$ cat config.mk
export PLATFORM = sky130hd
export DESIGN_NAME = io_master
export DESIGN_NICKNAME = d
export VERILOG_FILES = /design/src/hdl/io_master_pkg.sv /design/src/hdl/data_fifo.sv /design/src/hdl/io_master.sv
export VERILOG_INCLUDE_DIRS = /design/src /design/src/hdl
export SDC_FILE = /design/constraint.sdc
export NUM_CORES = 1
export LEC_CHECK = 0
export BUFFER_PORTS_ARGS = -buffer_cell sky130_fd_sc_hd__buf_4
export CAP_MARGIN = 25
export CORE_MARGIN = 4
export CORE_UTILIZATION = 30
export CTS_CLUSTER_DIAMETER = 120
export DETAILED_ROUTE_END_ITERATION = 10
export PLACE_DENSITY = 0.53
export SLEW_MARGIN = 25
export SYNTH_ARGS = -nofsm -noshare
export SYNTH_HDL_FRONTEND = slang
export SYNTH_SLANG_ARGS = --single-unit
export TNS_END_PERCENT = 20
$ cat constraint.sdc
create_clock -name mclk -period 3.1 [get_ports mclk]
set_input_delay 0.155 -clock mclk [delete_from_list [all_inputs] [get_ports mclk]]
set_output_delay 0.155 -clock mclk [all_outputs]
set_load 0.05 [all_outputs]
$ cat src/hdl/io_master_regs.svh
// Purpose: Constants for the I/O master bus access and addressing block
// Assumes: 16-bit backplane data path, six-bit select code field
// Notes:   Timing counts are in memory cycles, not clock cycles
`ifndef IO_MASTER_REGS_SVH
`define IO_MASTER_REGS_SVH

`define DATA_WIDTH        16
`define SEL_WIDTH         6
`define SEL_LSB           0
`define OPC_WIDTH         10
`define CPU_STARVE_LIMIT  33
`define CNT_WIDTH         16
`define FIFO_DEPTH        32
`define SELECT_RESET      6'h00

`endif

$ cat src/hdl/io_master_pkg.sv
// Purpose: Types shared by the I/O master block
// Assumes: Constants header supplies widths
// Notes:   Instruction word splits into opcode and select or spare field
`include "io_master_regs.svh"

package io_master_pkg;

	typedef enum logic [1:0] {
		IOI_NONE,
		IOI_ADDRESS,
		IOI_TRANSFER
	} io_kind_type;

	typedef struct packed {
		logic [`OPC_WIDTH-1:0] opcode;
		logic [`SEL_WIDTH-1:0] field;
	} io_instr_type;

	typedef struct packed {
		logic                   valid;
		logic [`DATA_WIDTH-1:0] addr;
		logic [`DATA_WIDTH-1:0] count;
	} dma_desc_type;

endpackage : io_master_pkg

$ cat src/hdl/data_fifo.sv
// Purpose: Width and depth parameterised FIFO with valid and ready
// Assumes: Single clock, power-of-two depth
// Notes:   Pointers carry a wrap bit for honest full and empty
`timescale 1ns/10ps

module data_fifo #(
	parameter int WIDTH = 16,
	parameter int DEPTH = 32
) (
	input  wire logic             mclk,
	input  wire logic             rst_n,
	input  wire logic [WIDTH-1:0] in_data,
	input  wire logic             in_valid,
	output logic                  in_ready,
	output logic      [WIDTH-1:0] out_data,
	output logic                  out_valid,
	input  wire logic             out_ready
);
	localparam int AW = $clog2(DEPTH);

	logic [WIDTH-1:0] mem [DEPTH];
	logic [AW:0]      wr_ptr_r;
	logic [AW:0]      rd_ptr_r;
	logic             push;
	logic             pop;

	initial begin
		if (DEPTH < 2 || (1 << AW) != DEPTH)
			$error("data_fifo depth must be a power of two");
	end

	assign in_ready  = !((wr_ptr_r[AW] != rd_ptr_r[AW]) &&
	                     (wr_ptr_r[AW-1:0] == rd_ptr_r[AW-1:0]));
	assign out_valid = (wr_ptr_r != rd_ptr_r);
	assign out_data  = mem[rd_ptr_r[AW-1:0]];
	assign push      = in_valid && in_ready;
	assign pop       = out_valid && out_ready;

	always_ff @(posedge mclk) begin
		if (push)
			mem[wr_ptr_r[AW-1:0]] <= in_data;
	end

	always_ff @(posedge mclk or negedge rst_n) begin
		if (!rst_n) begin
			wr_ptr_r <= '0;
			rd_ptr_r <= '0;
		end else begin
			if (push)
				wr_ptr_r <= wr_ptr_r + 1'b1;
			if (pop)
				rd_ptr_r <= rd_ptr_r + 1'b1;
		end
	end

endmodule : data_fifo

$ cat src/hdl/io_master.sv
// Purpose: Per-card I/O master: DMA engine, priority chain, CPU fairness, addressing
// Assumes: Backplane signals arrive from other cards and pass two flip-flops
// Notes:   Contract
// Contract
// - Card runs its own DMA; chain interrupts CPU once at end.
// - End-of-transfer input stops the active DMA immediately; code sees it two flops late and still writes the word won that cycle.
// - Every card may master memory by DMA; no count limit.
// - Priority follows chain position; upstream card wins.
// - CPU gets memory in any cycle no card uses.
// - Under continuous I/O use CPU gets the 33rd cycle after request.
// - A bypassed slot passes the priority grant straight through; code passes it three flops late (two sync flops, one output flop).
// - Address match uses a select code, not the slot position.
// - Compatibility mode: respond only to matching select code.
// - Auto mode: an addressing instruction latches selection.
// - Auto mode selected: ignore select field of later instructions.
// - Auto mode: six freed bits go to the card.
// - All bus data is 16 bits wide.
`include "io_master_regs.svh"
`timescale 1ns/10ps

module io_master #(
	parameter int DATA_WIDTH = `DATA_WIDTH,
	parameter int STARVE     = `CPU_STARVE_LIMIT,
	parameter int FIFO_DEPTH = `FIFO_DEPTH
) (
	input  wire logic                    mclk,
	input  wire logic                    rst_n,
	// Strap inputs
	input  wire logic [`SEL_WIDTH-1:0]   my_select,
	input  wire logic                    auto_mode,
	input  wire logic                    slot_bypass,
	// Instruction from CPU
	input  wire io_master_pkg::io_instr_type instr,
	input  wire io_master_pkg::io_kind_type  instr_kind,
	input  wire logic                    instr_strobe,
	output logic                         instr_accept,
	output logic [`SEL_WIDTH-1:0]        card_field,
	// DMA descriptor load and end-of-transfer
	input  wire io_master_pkg::dma_desc_type desc_in,
	input  wire logic                    desc_last,
	input  wire logic                    eot_in,
	// Device data
	input  wire logic [DATA_WIDTH-1:0]   dev_data,
	input  wire logic                    dev_valid,
	output logic                         dev_ready,
	// Backplane
	input  wire logic                    prio_in,
	output logic                         prio_out,
	input  wire logic                    cpu_req,
	output logic                         cpu_grant,
	output logic                         mem_req,
	output logic [DATA_WIDTH-1:0]        mem_addr,
	output logic [DATA_WIDTH-1:0]        mem_wdata,
	output logic                         mem_write,
	output logic                         chain_irq
);
	typedef enum {ST_IDLE, ST_RUN, ST_DONE} dma_state_type;

	initial begin
		if (DATA_WIDTH != `DATA_WIDTH)
			$error("io_master data width must be 16");
		if (STARVE < 2 || STARVE > 255)
			$error("io_master starvation limit out of range");
	end

	// Two-flop synchronisers for backplane and end-of-transfer pins
	logic [2:0] meta_r;
	logic [2:0] sync_r;
	always_ff @(posedge mclk or negedge rst_n) begin
		if (!rst_n) begin
			meta_r <= '0;
			sync_r <= '0;
		end else begin
			meta_r <= {prio_in, cpu_req, eot_in};
			sync_r <= meta_r;
		end
	end
	logic prio_s;
	logic cpu_req_s;
	logic eot_s;
	assign {prio_s, cpu_req_s, eot_s} = sync_r;

	dma_state_type              state_r;
	logic [DATA_WIDTH-1:0]      addr_r;
	logic [DATA_WIDTH-1:0]      count_r;
	logic                       last_r;
	logic                       selected_r;
	logic [7:0]                 starve_r;
	logic [DATA_WIDTH-1:0]      fifo_data;
	logic                       fifo_valid;
	logic                       want_bus;
	logic                       cpu_turn;
	logic                       won_bus;
	logic                       addressed;

	data_fifo #(
		.WIDTH (DATA_WIDTH),
		.DEPTH (FIFO_DEPTH)
	) u_fifo (
		.mclk      (mclk),
		.rst_n     (rst_n),
		.in_data   (dev_data),
		.in_valid  (dev_valid),
		.in_ready  (dev_ready),
		.out_data  (fifo_data),
		.out_valid (fifo_valid),
		.out_ready (won_bus)
	);

	assign want_bus = (state_r == ST_RUN) && fifo_valid && !slot_bypass;
	assign cpu_turn = cpu_req_s && (starve_r >= 8'(STARVE - 1));
	assign won_bus  = want_bus && prio_s && !cpu_turn;

	assign addressed = (instr.field == my_select);

	always_ff @(posedge mclk or negedge rst_n) begin
		if (!rst_n)
			prio_out <= 1'b0;
		else
			prio_out <= prio_s && (slot_bypass || !want_bus);
	end

	always_ff @(posedge mclk or negedge rst_n) begin
		if (!rst_n)
			cpu_grant <= 1'b0;
		else
			cpu_grant <= cpu_req_s && (!won_bus || cpu_turn);
	end

	always_ff @(posedge mclk or negedge rst_n) begin
		if (!rst_n)
			starve_r <= '0;
		else if (!cpu_req_s || cpu_grant)
			starve_r <= '0;
		else if (starve_r != 8'hFF)
			starve_r <= starve_r + 8'h01;
	end

	always_ff @(posedge mclk or negedge rst_n) begin
		if (!rst_n)
			selected_r <= 1'b0;
		else if (instr_strobe && instr_kind == io_master_pkg::IOI_ADDRESS)
			selected_r <= addressed;
	end

	always_ff @(posedge mclk or negedge rst_n) begin
		if (!rst_n) begin
			instr_accept <= 1'b0;
			card_field   <= `SELECT_RESET;
		end else begin
			instr_accept <= instr_strobe && instr_kind == io_master_pkg::IOI_TRANSFER &&
			                (auto_mode ? selected_r : addressed);
			if (instr_strobe && auto_mode && selected_r &&
			    instr_kind == io_master_pkg::IOI_TRANSFER)
				card_field <= instr.field;
		end
	end

	always_ff @(posedge mclk or negedge rst_n) begin
		if (!rst_n) begin
			state_r   <= ST_IDLE;
			addr_r    <= '0;
			count_r   <= '0;
			last_r    <= 1'b0;
			chain_irq <= 1'b0;
		end else begin
			chain_irq <= 1'b0;
			case (state_r)
				ST_IDLE: begin
					if (desc_in.valid && desc_in.count != '0) begin
						addr_r  <= desc_in.addr;
						count_r <= desc_in.count;
						last_r  <= desc_last;
						state_r <= ST_RUN;
					end
				end
				ST_RUN: begin
					if (eot_s) begin
						state_r <= ST_DONE;
					end else if (won_bus) begin
						addr_r  <= addr_r + 1'b1;
						count_r <= count_r - 1'b1;
						if (count_r == 16'h0001)
							state_r <= last_r ? ST_DONE : ST_IDLE;
					end
				end
				ST_DONE: begin
					chain_irq <= 1'b1;
					state_r   <= ST_IDLE;
				end
				default: state_r <= ST_IDLE;
			endcase
		end
	end

	always_ff @(posedge mclk or negedge rst_n) begin
		if (!rst_n) begin
			mem_req   <= 1'b0;
			mem_addr  <= '0;
			mem_wdata <= '0;
			mem_write <= 1'b0;
		end else begin
			mem_req   <= won_bus;
			mem_write <= won_bus;
			if (won_bus) begin
				mem_addr  <= addr_r;
				mem_wdata <= fifo_data;
			end
		end
	end

endmodule : io_master

==> impl_metrics.ini <==
[outcome]
status = finished clean

[placed_design]
dp.cells = 2696
hpwl_mm = 37.9
pre_cts_ws_ns = 0.354
routabilityCongestion = 0.798
io_buffers = 117

[critical_path]
critPathMaxFanout = 16
required_ns = 3.35
crit_start = u_fifo.rd_ptr_r[0]$_DFFE_PN0P_
crit_type = reg -> reg
crit_path_start_kind = flip-flop
cp_top_family = simple AND/OR/NAND/NOR gates
cp.arrival_ns = 3.03
end_kind = flip-flop
cp_cell_sequence = xnor2_1 > nand3_1 > o31a_1 > nand2_1 > nor2_1 > buf_4
crit_buf_inv = 1
r2r-start = u_fifo.rd_ptr_r[0]$_DFFE_PN0P_
critPathSlowestCell = dfrtp_4
cpPeakStageDelay_ns = 0.60

[timing]
rsz0062_at_grt = false
fmaxAchievable_ghz = 0.360
post-route-min-period_ns = 2.78
worst_slew_pin_slew_ns = 0.922
setup_slack_ns = 0.324
setup_violations = 0
whs_ns = 0.0349
relSlewSlack_pct = 38.5
hold_viol = 0
final.period_utilization_pct = 89.5
setup_tns_ns = 0
skew_ns = 0.0420
maxSlewViolCount = 0

[finish]
final_cells = 2878
finalNetCount = 1852
utilization_pct = 36.6
drive_above_1_share_pct = 19.2
nFillCells = 7696
num_antenna_cells = 0
synthToLayoutAreaGrowth_pct = 20.7
final_common_cell = edfxtp_1
final_cell_mix = edfxtp_1 (512), mux2i_1 (180), buf_4 (179)

[yosys]
synth-edff-count = 512
seq_area_frac_synth_pct = 72.1
syn_nets = 1627
synth.avg_cell_area_sq_um = 16.3
async_flop_share_pct = 17.0
yosys_warnings = 0
ys_types = 59
yosys_register_bits = 617
ys.flop_type = edfxtp_1
netlist_area_sq_um = 25000
synthCells = 1534

[clocking]
cts_tree = yes
path_clk_slew_ns = 0.06
post-cts-setup-buffers = 0
cts_hold_buf = 65
htreeDepth = 3
post_cts_resized = 0
numClockSinks = 617
worstSkewPairLatency_ns = 0.61
cts_buffers = 66
cts_root_buf = clkbuf_16
clk_path_buf_depth = 3

[floorplan]
die_h_um = 297
start_util_pct = 30.4
ios = 128
rows = 105
core-area_sq_um = 82200
die-area_sq_um = 87900
die_w_um = 297

[routing]
drcViolationCount = 0
vias = 14300
wirelength_mm = 62.6
wl_per_cell_um = 21.8
drt_iter0_drc = 1097
vias_per_cell = 4.97
dr.pass1.iters = 5
antenna_left = 0

[global_route]
grt_remaining_overflow = 0
grt_pass1_vias = 14300
antenna_found_initial = 0
grt_max_degree = 111
grt_usage_pct = 14.0
grt_pass1_wl_mm = 91.8

[min_path]
hp-class = in -> reg
hp-start = instr_kind[0]

[pwr]
power.density_nw_per_um2 = 865
p_leak_nw = 10.4
vdd.ir_drop.worst_mv = 0.593

[job]
drv_cap = 0
-- sequential cells by signal, indices dropped and copies added, names as in the netlist --
register	flops
mem_wdata	16
count_r	16
selected_r	1
starve_r	8
mem_addr	16
card_field	6
u_fifo.rd_ptr_r	6
last_r	1
instr_accept	1
cpu_grant	1
chain_irq	1
meta_r	3
mem_write	1
addr_r	16
sync_r	3
prio_out	1
u_fifo.mem	512
state_r	2
u_fifo.wr_ptr_r	6
-- logic make-up after synthesis --
| group | count (synthesis) | synth area share (%) |
|---|---|---|
| adders and majority gates | 10 | 0.501 |
| buffers and inverters | 102 | 1.87 |
| AOI/OAI and AO/OA | 217 | 6.38 |
| xor gates and xnor gates | 24 | 0.842 |
| DFF | 617 | 72.1 |
| and+or+nand+nor | 328 | 6.41 |
| muxes | 236 | 11.9 |
-- final cells by class --
| cell class | instances | area (sq um) | area share, % |
|---|---|---|---|
| Inverter | 10 | 37.5 | 0.125 |
| Tap cell | 1070 | 1340 | 4.44 |
| Multi-Input combinational cell | 815 | 6570 | 21.8 |
| Sequential cell | 617 | 18000 | 59.8 |
| Timing Repair Buffer | 249 | 2090 | 6.92 |
| Clock buffer | 94 | 1820 | 6.03 |
| Clock inverter | 23 | 280 | 0.930 |
-- per-stage QoR --
stage	area (sq um)	total power, mW
3_3_place_gp	27400	18.5
4_1_cts	30100	26.4
5_1_grt	30100	27.3
3_5_place_dp	27400	18.6
2_1_floorplan	25000	15.9
6_report	30100	26.1
-- path summary, 6_finish.rpt --
kind	slack [ns]	depth (start not counted)	to
max in group asynchronous	2.28	3	u_fifo.rd_ptr_r[5]$_DFFE_PN0P_
setup / recovery	0.32	6	u_fifo.mem[25][9]$_DFFE_PP_
min in group asynchronous	0.17	2	count_r[13]$_DFFE_PN0P_
setup reg to reg	0.32	6	u_fifo.mem[25][9]$_DFFE_PP_
hold / removal	0.03	3	instr_accept$_DFF_PN0_
hold reg to reg	0.35	0	sync_r[2]$_DFF_PN0_
-- cells in the mapped netlist (7+ instances only) --
cell	n	area share, %
o31ai_1	12	0.36
a22oi_1	68	2.0
nand3_1	12	0.24
ha_1	10	0.50
clkbuf_1	40	0.60
edfxtp_1	512	62
xnor2_1	19	0.67
a31oi_1	11	0.28
mux2i_1	180	7.2
o211ai_1	16	0.48
buf_2	41	0.82
mux4_2	48	4.3
nor2_1	94	1.4
nor4_1	12	0.30
nor3_1	34	0.68
o21ai_0	14	0.28
inv_1	9	0.14
nand2_1	109	1.6
a22o_1	16	0.56
o2111ai_1	15	0.53
a2bb2oi_1	14	0.49
mux2_2	8	0.36
a21oi_1	17	0.34
buf_4	7	0.21
o21ai_1	8	0.16
dfrtp_1	105	11
nand4_1	26	0.65
-- routing by layer --
layer | track usage (%) | up-vias | part of all wire [%] | routed length (um)
li1 | - | 6485 | - | -
met2 | 21.9 | 438 | 45 | 28400
met4 | 3.73 | 0 | 2.0 | 1260
met5 | 0 | - | 0 | 0
met1 | 20.3 | 7284 | 46 | 29100
met3 | 2.54 | 84 | 6.1 | 3830
-- report_power, final --
part / switching [mW] / internal (mW) / leakage (nW)
Combinational: 4.85 / 2.97 / 3.43
Clock: 3.22 / 4.39 / 1.01
Sequential: 0.674 / 9.95 / 5.91
Total: 8.75 / 17.3 / 10.4
-- worst min-delay path, cell delays in order --
cell,delay (ns)
buf_4,0.09
nor3_1,0.13
a21o_1,0.18
No activity file was read; power rests on OpenSTA's default activity.
